<file path="config.mk">
export PLATFORM = sky130hd
export DESIGN_NAME = dcat_channel
export DESIGN_NICKNAME = d
export VERILOG_FILES = /design/src/dcat_pkg.sv /design/src/dcat_trig_decode.sv /design/src/dcat_channel.sv
export VERILOG_INCLUDE_DIRS = /design/src /design/src/src
export SDC_FILE = /design/constraint.sdc
export NUM_CORES = 1
export LEC_CHECK = 0
export ABC_AREA = 1
export BUFFER_PORTS_ARGS = -buffer_cell sky130_fd_sc_hd__buf_2
export CORE_MARGIN = 3
export CORE_UTILIZATION = 44
export CTS_CLUSTER_DIAMETER = 40
export DETAILED_ROUTE_END_ITERATION = 8
export PLACE_DENSITY = 0.75
export SETUP_SLACK_MARGIN = 0.2
export SYNTH_ARGS = -nofsm -noshare
export SYNTH_HDL_FRONTEND = slang
export SYNTH_SLANG_ARGS = --single-unit
</file>
<file path="constraint.sdc">
create_clock -name clk -period 10.2 [get_ports clk]
set_clock_uncertainty 0.15 [all_clocks]
set_input_delay 1.53 -clock clk [delete_from_list [all_inputs] [get_ports clk]]
set_output_delay 1.53 -clock clk [all_outputs]
set_load 0.1 [all_outputs]
</file>
<file path="src/dcat_consts.svh">
// offsets, field positions, trigger codes and reset values of the channel block
`ifndef DCAT_CONSTS_SVH
`define DCAT_CONSTS_SVH

// ***********************
// register map
// ***********************
`define DCAT_OFS_CTRL 4'h0
`define DCAT_OFS_STATUS 4'h1
`define DCAT_OFS_STEPCTRL 4'h2
`define DCAT_OFS_TRIGSEL 4'h3
`define DCAT_RST_STEPCTRL 8'h00
`define DCAT_RST_TRIGSEL 8'h00

// ***********************
// field positions
// ***********************
`define DCAT_CTRL_SWREQ 4
`define DCAT_STAT_BUSY 7
`define DCAT_STAT_PEND 6
`define DCAT_STAT_ACK 5

// ***********************
// trigger codes
// ***********************
`define DCAT_TRIG_OFF 8'h00
`define DCAT_TRIG_EVT 8'h01
`define DCAT_TRIG_EVT_CNT 8'h03
`define DCAT_TRIG_CIPHER 8'h04
`define DCAT_TRIG_ADC0 8'h10
`define DCAT_TRIG_DAC0 8'h15
`define DCAT_TRIG_ADC1 8'h20
`define DCAT_TRIG_DAC1 8'h25
`define DCAT_ADC_OFS_CNT 8'h05
`define DCAT_DAC_OFS_CNT 8'h02
`define DCAT_TC0_OFS 4'h0
`define DCAT_TC1_OFS 4'h6
`define DCAT_TC1_CNT 4'h4
`define DCAT_SPI_OFS 4'ha
`define DCAT_SER0_OFS 4'hb
`define DCAT_SER1_OFS 4'he
`define DCAT_SER_GAP 4'hd

// ***********************
// request vector layout
// ***********************
`define DCAT_REQ_N 78
`define DCAT_IDX_EVT 7'h00
`define DCAT_IDX_CIPHER 7'h03
`define DCAT_IDX_ADC0 7'h04
`define DCAT_IDX_ADC0_ALL 7'h08
`define DCAT_IDX_DAC0 7'h09
`define DCAT_IDX_ADC1 7'h0b
`define DCAT_IDX_ADC1_ALL 7'h0f
`define DCAT_IDX_DAC1 7'h10
`define DCAT_IDX_PORT0 7'h12
`define DCAT_IDX_PORT_SPAN 7'h0f
`define DCAT_ADDR_W 24

`endif

</file>
<file path="src/dcat_pkg.sv">
// types of the channel addressing and trigger block
package dcat_pkg;

	typedef enum logic [1:0] {
		STEP_FIXED = 2'h0,
		STEP_UP = 2'h1,
		STEP_DOWN = 2'h2,
		STEP_RSVD = 2'h3
	} dcat_step_t;

	typedef enum logic [1:0] {
		RESTORE_NONE = 2'h0,
		RESTORE_BLOCK = 2'h1,
		RESTORE_BURST = 2'h2,
		RESTORE_TXN = 2'h3
	} dcat_restore_t;

	typedef struct packed {
		logic [1:0] srcRestoreRsvd;
		dcat_step_t srcStep;
		dcat_restore_t dstRestore;
		dcat_step_t dstStep;
	} dcat_stepcfg_t;

	typedef struct packed {
		logic txnStart;
		logic txnDone;
		logic txnError;
		logic chanOff;
		logic byteMoved;
		logic blockEnd;
		logic burstEnd;
	} dcat_engine_ev_t;

	typedef enum logic [2:0] {
		PEND_IDLE = 3'b001,
		PEND_ARMED = 3'b010,
		PEND_ACK = 3'b100
	} dcat_pend_t;

endpackage

</file>
<file path="src/dcat_trig_decode.sv">
// trigger code to request-vector index decoder
`timescale 1ns/1ns
`include "dcat_consts.svh"

module dcat_trig_decode (
	input wire logic [7:0] code,
	output logic [6:0] index,
	output logic hit
);

	// ***********************
	// decode
	// ***********************
	function automatic logic [7:0] decode(input logic [7:0] c);
		logic [6:0] port;
		logic [3:0] lo;
		logic [7:0] r;
		// bases 0x40, 0x60, 0x80, 0xa0 map to ports 0..3 by bits 7 and 5
		port = {5'h0, c[7], c[5]};
		lo = c[3:0];
		r = 8'h00;
		if (c == `DCAT_TRIG_OFF) begin
			r = 8'h00;
		end else if (c >= `DCAT_TRIG_EVT && c < `DCAT_TRIG_EVT + `DCAT_TRIG_EVT_CNT) begin
			r = {1'b1, 7'(c - `DCAT_TRIG_EVT) + `DCAT_IDX_EVT};
		end else if (c == `DCAT_TRIG_CIPHER) begin
			r = {1'b1, `DCAT_IDX_CIPHER};
		end else if (c >= `DCAT_TRIG_ADC0 && c < `DCAT_TRIG_ADC0 + `DCAT_ADC_OFS_CNT) begin
			r = {1'b1, 7'(c - `DCAT_TRIG_ADC0) + `DCAT_IDX_ADC0};
		end else if (c >= `DCAT_TRIG_ADC1 && c < `DCAT_TRIG_ADC1 + `DCAT_ADC_OFS_CNT) begin
			r = {1'b1, 7'(c - `DCAT_TRIG_ADC1) + `DCAT_IDX_ADC1};
		end else if (c >= `DCAT_TRIG_DAC0 && c < `DCAT_TRIG_DAC0 + `DCAT_DAC_OFS_CNT) begin
			r = {1'b1, 7'(c - `DCAT_TRIG_DAC0) + `DCAT_IDX_DAC0};
		end else if (c >= `DCAT_TRIG_DAC1 && c < `DCAT_TRIG_DAC1 + `DCAT_DAC_OFS_CNT) begin
			r = {1'b1, 7'(c - `DCAT_TRIG_DAC1) + `DCAT_IDX_DAC1};
		end else if (c[7:4] == 4'h4 || c[7:4] == 4'h6 || c[7:4] == 4'h8 || c[7:4] == 4'ha) begin
			if (lo >= `DCAT_TC1_OFS + `DCAT_TC1_CNT && lo < `DCAT_SPI_OFS) begin
				r = 8'h00;
			end else if (lo == `DCAT_SER_GAP) begin
				r = 8'h00;
			end else if (lo > `DCAT_SER_GAP) begin
				r = {1'b1, 7'(lo - 4'h1) + `DCAT_IDX_PORT0 + port * `DCAT_IDX_PORT_SPAN};
			end else begin
				r = {1'b1, 7'(lo - `DCAT_TC0_OFS) + `DCAT_IDX_PORT0 + port * `DCAT_IDX_PORT_SPAN};
			end
		end
		return r;
	endfunction

	always_comb begin
		{hit, index} = decode(code);
	end

endmodule // dcat_trig_decode

</file>
<file path="src/dcat_channel.sv">
// dma channel address stepping and trigger selection
// Behaviour
// - source step field: 00 fixed, 01 up, 10 down, 11 reserved
// - step and restore fields hold old value while channel busy
// - destination restore: never, per block, per burst, per transaction
// - destination step field: 00 fixed, 01 up, 10 down, 11 reserved
// - trigger code picks hardware request; zero means software only
// - trigger code is peripheral base plus per-request offset
// - codes of absent peripherals select no request
// - pending request dropped if flag cleared or interrupt enabled
// - servicing a request may clear the peripheral flag
// - event routing base 0x01, offsets 0 to 2
// - cipher request is code 0x04
// - converter bases 0x10, 0x15, 0x20, 0x25
// - sampler offsets 0 to 3 single, 4 all channels together
// - output converters offer offsets 0 and 1 only
// - timer bases 0x40/0x46, 0x60/0x66, 0x80/0x86, 0xa0/0xa6
// - timer offsets: wrap, error, match a, b, c, d
// - match c and d exist only on first timer of port
// - serial peripheral codes 0x4a, 0x6a, 0x8a, 0xaa
// - async serial bases 0x4b/0x4e and their later port copies
// - async serial offsets: receive done 0, transmit empty 1
// - busy from transaction start until off, done or error
`timescale 1ns/1ns
`include "dcat_consts.svh"

module dcat_channel #(
	parameter logic [`DCAT_REQ_N-1:0] PRESENT = {`DCAT_REQ_N{1'b1}}
) (
	input wire logic clk,
	input wire logic rstn,
	input wire logic [3:0] regAddr,
	input wire logic [7:0] regWdata,
	input wire logic regWrite,
	input wire logic regRead,
	output logic [7:0] regRdata,
	input wire dcat_pkg::dcat_engine_ev_t engineEv,
	input wire logic serviceTake,
	input wire logic [`DCAT_REQ_N-1:0] hwReq,
	input wire logic [`DCAT_REQ_N-1:0] irqEnabled,
	input wire logic [`DCAT_ADDR_W-1:0] srcInit,
	input wire logic [`DCAT_ADDR_W-1:0] dstInit,
	output logic [`DCAT_ADDR_W-1:0] srcAddr,
	output logic [`DCAT_ADDR_W-1:0] dstAddr,
	output logic chanTrigger,
	output logic [`DCAT_REQ_N-1:0] reqAck
);

	// ***********************
	// helpers
	// ***********************
	function automatic logic [`DCAT_ADDR_W-1:0] stepAddr(
		input logic [`DCAT_ADDR_W-1:0] a,
		input dcat_pkg::dcat_step_t m
	);
		logic [`DCAT_ADDR_W-1:0] r;
		r = a;
		case (m)
			dcat_pkg::STEP_UP: begin
				r = a + `DCAT_ADDR_W'(1);
			end
			dcat_pkg::STEP_DOWN: begin
				r = a - `DCAT_ADDR_W'(1);
			end
			// reserved code behaves as fixed, no stray movement
			default: begin
				r = a;
			end
		endcase
		return r;
	endfunction

	function automatic logic isAccess(input logic [3:0] a, input logic [3:0] ofs, input logic s);
		return s && (a == ofs);
	endfunction

	// ***********************
	// trigger decode
	// ***********************
	logic [6:0] selIndex;
	logic selHit;
	logic [`DCAT_REQ_N-1:0] reqVec;
	logic selValid;
	logic selLevel;
	logic selIrqOn;
	logic [7:0] trigSel_q;
	logic [7:0] trigSel_d;
	dcat_pkg::dcat_pend_t pend_q;
	dcat_pkg::dcat_pend_t pend_d;

	dcat_trig_decode decodeInst (
		.code(trigSel_q),
		.index(selIndex),
		.hit(selHit)
	);

	always_comb begin
		reqVec = hwReq;
		reqVec[`DCAT_IDX_ADC0_ALL] = &hwReq[`DCAT_IDX_ADC0 +: 4];
		reqVec[`DCAT_IDX_ADC1_ALL] = &hwReq[`DCAT_IDX_ADC1 +: 4];
		selValid = selHit && (selIndex < 7'(`DCAT_REQ_N)) && PRESENT[selIndex];
		selLevel = selValid && reqVec[selIndex];
		selIrqOn = selValid && irqEnabled[selIndex];
	end

	// ***********************
	// registers
	// ***********************
	dcat_pkg::dcat_stepcfg_t stepCfg_q;
	dcat_pkg::dcat_stepcfg_t stepCfg_d;
	logic busy_q;
	logic busy_d;
	logic swReq_q;
	logic swReq_d;
	logic ackSeen_q;
	logic ackSeen_d;
	logic [7:0] rdata_q;
	logic [7:0] rdata_d;
	logic wrCtrl;
	logic wrStat;
	logic wrStep;
	logic wrTrig;

	always_comb begin
		wrCtrl = isAccess(regAddr, `DCAT_OFS_CTRL, regWrite);
		wrStat = isAccess(regAddr, `DCAT_OFS_STATUS, regWrite);
		wrStep = isAccess(regAddr, `DCAT_OFS_STEPCTRL, regWrite);
		wrTrig = isAccess(regAddr, `DCAT_OFS_TRIGSEL, regWrite);
		stepCfg_d = stepCfg_q;
		if (wrStep && !busy_q) begin
			stepCfg_d = dcat_pkg::dcat_stepcfg_t'({2'h0, regWdata[5:0]});
		end
		trigSel_d = wrTrig ? regWdata : trigSel_q;
		busy_d = busy_q;
		if (engineEv.txnDone || engineEv.txnError || engineEv.chanOff) begin
			busy_d = 1'b0;
		end else if (engineEv.txnStart) begin
			busy_d = 1'b1;
		end
		// software request lasts one cycle on the trigger output
		swReq_d = wrCtrl && regWdata[`DCAT_CTRL_SWREQ];
		// sticky ack note, set wins over clear
		ackSeen_d = ackSeen_q;
		if (wrStat && regWdata[`DCAT_STAT_ACK]) begin
			ackSeen_d = 1'b0;
		end
		if (pend_q == dcat_pkg::PEND_ACK) begin
			ackSeen_d = 1'b1;
		end
		rdata_d = 8'h00;
		if (regRead) begin
			case (regAddr)
				`DCAT_OFS_CTRL: begin
					rdata_d = 8'h00;
				end
				`DCAT_OFS_STATUS: begin
					rdata_d[`DCAT_STAT_BUSY] = busy_q;
					rdata_d[`DCAT_STAT_PEND] = (pend_q == dcat_pkg::PEND_ARMED);
					rdata_d[`DCAT_STAT_ACK] = ackSeen_q;
				end
				`DCAT_OFS_STEPCTRL: begin
					rdata_d = stepCfg_q;
				end
				`DCAT_OFS_TRIGSEL: begin
					rdata_d = trigSel_q;
				end
				default: begin
					rdata_d = 8'h00;
				end
			endcase
		end
	end

	always_ff @(posedge clk or negedge rstn) begin
		if (!rstn) begin
			stepCfg_q <= dcat_pkg::dcat_stepcfg_t'(`DCAT_RST_STEPCTRL);
			trigSel_q <= `DCAT_RST_TRIGSEL;
			busy_q <= 1'b0;
			swReq_q <= 1'b0;
			ackSeen_q <= 1'b0;
			rdata_q <= 8'h00;
		end else begin
			stepCfg_q <= stepCfg_d;
			trigSel_q <= trigSel_d;
			busy_q <= busy_d;
			swReq_q <= swReq_d;
			ackSeen_q <= ackSeen_d;
			rdata_q <= rdata_d;
		end
	end

	// ***********************
	// hardware request tracking
	// ***********************
	logic [6:0] ackIdx_q;
	logic [6:0] ackIdx_d;
	logic trig_q;
	logic trig_d;
	logic [`DCAT_REQ_N-1:0] ack_q;
	logic [`DCAT_REQ_N-1:0] ack_d;

	always_comb begin
		pend_d = pend_q;
		ackIdx_d = ackIdx_q;
		ack_d = '0;
		case (pend_q)
			dcat_pkg::PEND_IDLE: begin
				if (selLevel && !selIrqOn) begin
					pend_d = dcat_pkg::PEND_ARMED;
					ackIdx_d = selIndex;
				end
			end
			dcat_pkg::PEND_ARMED: begin
				// flag cleared or irq enabled drops
				if (!selLevel || selIrqOn || selIndex != ackIdx_q) begin
					pend_d = dcat_pkg::PEND_IDLE;
				end else if (serviceTake) begin
					pend_d = dcat_pkg::PEND_ACK;
				end
			end
			dcat_pkg::PEND_ACK: begin
				ack_d[ackIdx_q] = 1'b1;
				pend_d = dcat_pkg::PEND_IDLE;
			end
			default: begin
				pend_d = dcat_pkg::PEND_IDLE;
			end
		endcase
		trig_d = swReq_d || (pend_d == dcat_pkg::PEND_ARMED);
	end

	always_ff @(posedge clk or negedge rstn) begin
		if (!rstn) begin
			pend_q <= dcat_pkg::PEND_IDLE;
			ackIdx_q <= 7'h00;
			trig_q <= 1'b0;
			ack_q <= '0;
		end else begin
			pend_q <= pend_d;
			ackIdx_q <= ackIdx_d;
			trig_q <= trig_d;
			ack_q <= ack_d;
		end
	end

	// ***********************
	// address stepping
	// ***********************
	logic [`DCAT_ADDR_W-1:0] src_q;
	logic [`DCAT_ADDR_W-1:0] src_d;
	logic [`DCAT_ADDR_W-1:0] dst_q;
	logic [`DCAT_ADDR_W-1:0] dst_d;
	logic dstRestore;

	always_comb begin
		case (stepCfg_q.dstRestore)
			dcat_pkg::RESTORE_BLOCK: begin
				dstRestore = engineEv.blockEnd;
			end
			dcat_pkg::RESTORE_BURST: begin
				dstRestore = engineEv.burstEnd;
			end
			dcat_pkg::RESTORE_TXN: begin
				dstRestore = engineEv.txnDone;
			end
			default: begin
				dstRestore = 1'b0;
			end
		endcase
		src_d = src_q;
		dst_d = dst_q;
		if (engineEv.txnStart && !busy_q) begin
			src_d = srcInit;
			dst_d = dstInit;
		end else if (engineEv.byteMoved) begin
			src_d = stepAddr(src_q, stepCfg_q.srcStep);
			dst_d = stepAddr(dst_q, stepCfg_q.dstStep);
		end
		// restore wins over a step in the same cycle
		if (dstRestore) begin
			dst_d = dstInit;
		end
	end

	always_ff @(posedge clk or negedge rstn) begin
		if (!rstn) begin
			src_q <= '0;
			dst_q <= '0;
		end else begin
			src_q <= src_d;
			dst_q <= dst_d;
		end
	end

	// ***********************
	// outputs
	// ***********************
	// withdrawal is the peripheral's job
	assign regRdata = rdata_q;
	assign srcAddr = src_q;
	assign dstAddr = dst_q;
	assign chanTrigger = trig_q;
	assign reqAck = ack_q;

endmodule // dcat_channel

</file>
==> run_summary.xml <==
<?xml version="1.0" encoding="UTF-8"?>
<metrics>
  <group name="clock_network">
    <metric name="post_cts.repair.setup_buffers" unit="">0</metric>
    <metric name="tritoncts_num_sinks" unit="">161</metric>
    <metric name="worst_setup_hold_path_clk_slew" unit="ns">0.08</metric>
    <metric name="clk_root_buffer_cell" unit="">sky130_fd_sc_hd__clkbuf_16</metric>
    <metric name="clock_insertion_delay_worst_skew" unit="ns">0.43</metric>
    <metric name="cts.htree.levels" unit="">4</metric>
    <metric name="cts_tree" unit="">built</metric>
    <metric name="cts_buffer_depth" unit="">2</metric>
    <metric name="tritoncts.num_buffers" unit="">17</metric>
    <metric name="post_cts_resize_count" unit="">0</metric>
    <metric name="ctsHoldBuffers" unit="">0</metric>
  </group>
  <group name="route">
    <metric name="routed-via-count" unit="">12110</metric>
    <metric name="drt_first_iter_violations" unit="">887</metric>
    <metric name="drc" unit="">0</metric>
    <metric name="drt-total-wl" unit="mm">36.18</metric>
    <metric name="detail_route.first_pass.iterations" unit="">7</metric>
    <metric name="antenna_violating_nets_post_route" unit="">0</metric>
    <metric name="drt-wirelength-per-cell" unit="µm">15.76</metric>
    <metric name="vias_per_cell" unit="">5.272</metric>
  </group>
  <group name="global_routing">
    <metric name="grt_pass1_vias" unit="">11950</metric>
    <metric name="maximum_number_of_pins_on_one_net_before_global_route_repair" unit="">91</metric>
    <metric name="wire_length_of_the_first_global_routing_pass" unit="mm">58.84</metric>
    <metric name="antenna_found_initial" unit="">2</metric>
    <metric name="track_usage" unit="">0.2539</metric>
    <metric name="grt.overflow.total" unit="">0</metric>
  </group>
  <group name="pwr">
    <metric name="pwr-share-seq" unit="">0.226</metric>
    <metric name="power_density" unit="mW/mm²">273.2</metric>
    <metric name="power.leakage" unit="nW">7.768</metric>
    <metric name="clock_power_share" unit="">0.167</metric>
    <metric name="share_comb_of_total_power" unit="">0.607</metric>
    <metric name="total_power" unit="mW">3.847</metric>
    <metric name="power_switching" unit="mW">2.140</metric>
    <metric name="power.internal" unit="mW">1.708</metric>
    <metric name="worst_ir_drop_vdd" unit="mV">0.2803</metric>
    <metric name="share_of_total_power_consumed_by_net_switching" unit="">0.5561</metric>
  </group>
  <group name="logic_synthesis">
    <metric name="synthAdderAreaFrac" unit="">0.09433</metric>
    <metric name="compound_cell_area_share_of_the_yosys_netlist" unit="">0.1358</metric>
    <metric name="area_share_of_and_or_nand_nor_cells_after_synthesis" unit="">0.3141</metric>
    <metric name="synth.net_count" unit="">1925</metric>
    <metric name="main_combinational_cell_family_by_area_after_synthesis" unit="">simple AND/OR/NAND/NOR gates</metric>
    <metric name="synth_xor_area_frac" unit="">0.02064</metric>
    <metric name="top_cell_type_s_share_of_synthesized_area" unit="">0.3494</metric>
    <metric name="seq_area_frac_synth" unit="">0.3517</metric>
    <metric name="ys_async_sr_fraction" unit="">1.000</metric>
    <metric name="syn_area" unit="mm²">0.01146</metric>
    <metric name="synth_edf_count" unit="">0</metric>
    <metric name="ys_ff_latch" unit="">161</metric>
    <metric name="synth_largest_area_cell" unit="">sky130_fd_sc_hd__dfrtp_1</metric>
    <metric name="synth.area.top_cells" unit="">sky130_fd_sc_hd__dfrtp_1 (35%), sky130_fd_sc_hd__nand2_1 (14%), sky130_fd_sc_hd__ha_1 (8.7%), sky130_fd_sc_hd__nand3_1 (6.5%), sky130_fd_sc_hd__inv_1 (5.5%)</metric>
    <metric name="ys_warn_count" unit="">0</metric>
    <metric name="synth_cells" unit="">1613</metric>
    <metric name="muxShareOfSynthArea" unit="">0</metric>
    <metric name="ys_dominant_reg_cell" unit="">sky130_fd_sc_hd__dfrtp_1</metric>
    <metric name="synth_cell_types" unit="">54</metric>
    <metric name="synthMostInstantiatedCell" unit="">sky130_fd_sc_hd__nand2_1</metric>
    <metric name="avgSynthCellArea" unit="µm²">7.105</metric>
    <metric name="synth.top_cells.by_count" unit="">sky130_fd_sc_hd__nand2_1 (425), sky130_fd_sc_hd__inv_1 (167), sky130_fd_sc_hd__dfrtp_1 (160)</metric>
  </group>
  <group name="sta">
    <metric name="timing.hold.ws" unit="ns">0.3665</metric>
    <metric name="finalHoldViolations" unit="">0</metric>
    <metric name="report.final.setup_viol" unit="">0</metric>
    <metric name="rsz0062_at_grt" unit="">no</metric>
    <metric name="totalNegativeSetupSlack" unit="ns">0</metric>
    <metric name="fmax" unit="MHz">194.7</metric>
    <metric name="worst_pin_slew" unit="ns">1.177</metric>
    <metric name="maxSlewHeadroom" unit="">0.2095</metric>
    <metric name="report.final.slew_viol_count" unit="">0</metric>
    <metric name="timing.final.ws_setup" unit="ns">5.064</metric>
    <metric name="final.period_utilization" unit="">0.5035</metric>
    <metric name="final_period_minus_worst_setup_slack" unit="ns">5.136</metric>
  </group>
  <group name="job">
    <metric name="cap_violations" unit="">0</metric>
  </group>
  <group name="placement">
    <metric name="gp_congestion" unit="">0.9323</metric>
    <metric name="postPlaceCellArea" unit="mm²">0.01347</metric>
    <metric name="placedCellCount" unit="">2260</metric>
    <metric name="hpwlAfterDp" unit="mm">28.08</metric>
    <metric name="io_buffer_count" unit="">360</metric>
    <metric name="dp_worst_setup_slack" unit="ns">5.067</metric>
  </group>
  <group name="die">
    <metric name="initial_utilization" unit="">0.4512</metric>
    <metric name="die_h" unit="µm">167.4</metric>
    <metric name="die_area" unit="mm²">0.02802</metric>
    <metric name="std_cell_rows" unit="">58</metric>
    <metric name="die_width" unit="µm">167.4</metric>
    <metric name="io_pins" unit="">363</metric>
    <metric name="core_area" unit="mm²">0.02540</metric>
  </group>
  <group name="layout">
    <metric name="filler_cell_count" unit="">2480</metric>
    <metric name="drive_above_1_share" unit="">0.2253</metric>
    <metric name="final_core_util" unit="">0.5545</metric>
    <metric name="final_area" unit="mm²">0.01408</metric>
    <metric name="design.final.nets" unit="">2261</metric>
    <metric name="area_delta_synth_final" unit="%">22.91</metric>
    <metric name="finish.cell_count_without_fillers" unit="">2296</metric>
  </group>
  <group name="worst_setup_path">
    <metric name="timing.rr.end" unit="">ackIdx_q[0]</metric>
    <metric name="timing.reg2reg.worst_path_depth" unit="">21</metric>
    <metric name="worstPathRequired" unit="ns">10.38</metric>
    <metric name="worst_setup_path_start" unit="">trigSel_q[1]</metric>
    <metric name="worstPathMaxFanout" unit="">90</metric>
    <metric name="source_of_the_worst_register_to_register_timing_path" unit="">trigSel_q[1]</metric>
    <metric name="worstSetupEndpointType" unit="">register</metric>
    <metric name="rrSetupSlack" unit="ns">5.06</metric>
    <metric name="critPathKind" unit="">reg2reg</metric>
    <metric name="cp-endpoint" unit="">ackIdx_q[0]</metric>
    <metric name="timing.critical_path.from_type" unit="">register</metric>
    <metric name="worst-endpoint-arrival" unit="ns">5.31</metric>
  </group>
  <group name="min_path">
    <metric name="worstHoldPathType" unit="">reg2reg</metric>
  </group>
  <group name="status">
    <metric name="outcome" unit="">complete, no violations</metric>
  </group>
</metrics>
-- cells in the final DEF, fill, tap and decap left out, drive strengths merged, types with 2 or more instances in the layout --
cell type and n:
a31oi 5, xnor2 7, clkinvlp 2, diode 4, o21a 4, nor3 24
dfrtp 160, or2 9, ha 80, nand3b 17, a31o 2, o21bai 2
a211oi 2, nand4 25, nand2 432, o211ai 19, nor2 159, a21boi 2
fa 4, nor4 8, o21ai 120, inv 184, o31ai 2, buf 369
clkbuf 18, xor2 20, a21oi 109, nor3b 2, o221ai 6, clkinv 8
nand3 152
-- critical path: stages, from the launching register on --
cell and delay (ns):
sky130_fd_sc_hd__dfrtp_1 0.51, sky130_fd_sc_hd__inv_1 0.31, sky130_fd_sc_hd__ha_1 0.31, sky130_fd_sc_hd__inv_2 0.10, sky130_fd_sc_hd__a21oi_1 0.23, sky130_fd_sc_hd__nand2_2 0.12
sky130_fd_sc_hd__nand2_2 0.16, sky130_fd_sc_hd__a21oi_2 0.09, sky130_fd_sc_hd__nand2_4 0.32, sky130_fd_sc_hd__nand2_4 0.53, sky130_fd_sc_hd__inv_2 0.71, sky130_fd_sc_hd__nand2_1 0.22
sky130_fd_sc_hd__nand2_1 0.14, sky130_fd_sc_hd__nand3_1 0.08, sky130_fd_sc_hd__nand3_1 0.10, sky130_fd_sc_hd__nand3b_1 0.12, sky130_fd_sc_hd__nand2_1 0.09, sky130_fd_sc_hd__nand2_1 0.08
sky130_fd_sc_hd__a21oi_4 0.30, sky130_fd_sc_hd__nand3_4 0.17, sky130_fd_sc_hd__nand2_1 0.12, sky130_fd_sc_hd__nand2_1 0.05
-- flip-flops by register name (all words and copies together), names as in the netlist --
signal,flops
ackIdx_q,7
ackSeen_q,1
busy_q,1
chanTrigger,1
dstAddr,24
pend_q,3
regRdata,8
reqAck,78
srcAddr,24
stepCfg_q,6
trigSel_q,8
-- cells by family after synthesis --
group	Yosys count
compound gates	279
xor+xnor	27
fa+ha+maj	84
buf+inv	232
flops	161
simple gates	830
-- routing by layer --
metal / track usage / share of wire
met1: 0.3175 / 0.41
met3: 0.03329 / 0.060
met2: 0.4440 / 0.49
met5: 0 / 0
met4: 0.1039 / 0.039
-- layout make-up --
class	count	area (µm²)	share of cell area
multi-input cells	1220	6474	0.4596
inverters	180	678.2	0.04815
flip-flops and latches	161	4030	0.2861
clock buffers	18	439.2	0.03118
well taps	330	412.9	0.02932
diodes	4	10.01	0.0007107
repair buffers	369	1876	0.1332
clock inverters	14	165.2	0.01173
-- how the worst min path moves through the flow --
stage,startpoint,end,slack [ns],cells after the start
floorplan,stepCfg_q[1],stepCfg_q[1],0.32,2
global placement,stepCfg_q[1],stepCfg_q[1],0.34,2
detailed placement,srcAddr[15],srcAddr[15],0.35,2
CTS,srcAddr[15],srcAddr[15],0.37,2
global route,stepCfg_q[1],stepCfg_q[1],0.39,2
finish,dstAddr[17],dstAddr[17],0.37,2
-- power by group through the flow --
stage	Sequential [mW]	Combinational [mW]	Clock, mW
finish	0.871	2.33	0.642
global route	0.887	2.58	0.677
CTS	0.868	2.33	0.651
detailed placement	0.881	2.32	0
global placement	0.875	2.28	0
floorplan	1.43	1.28	0
No activity file was read; power rests on OpenSTA's default activity.
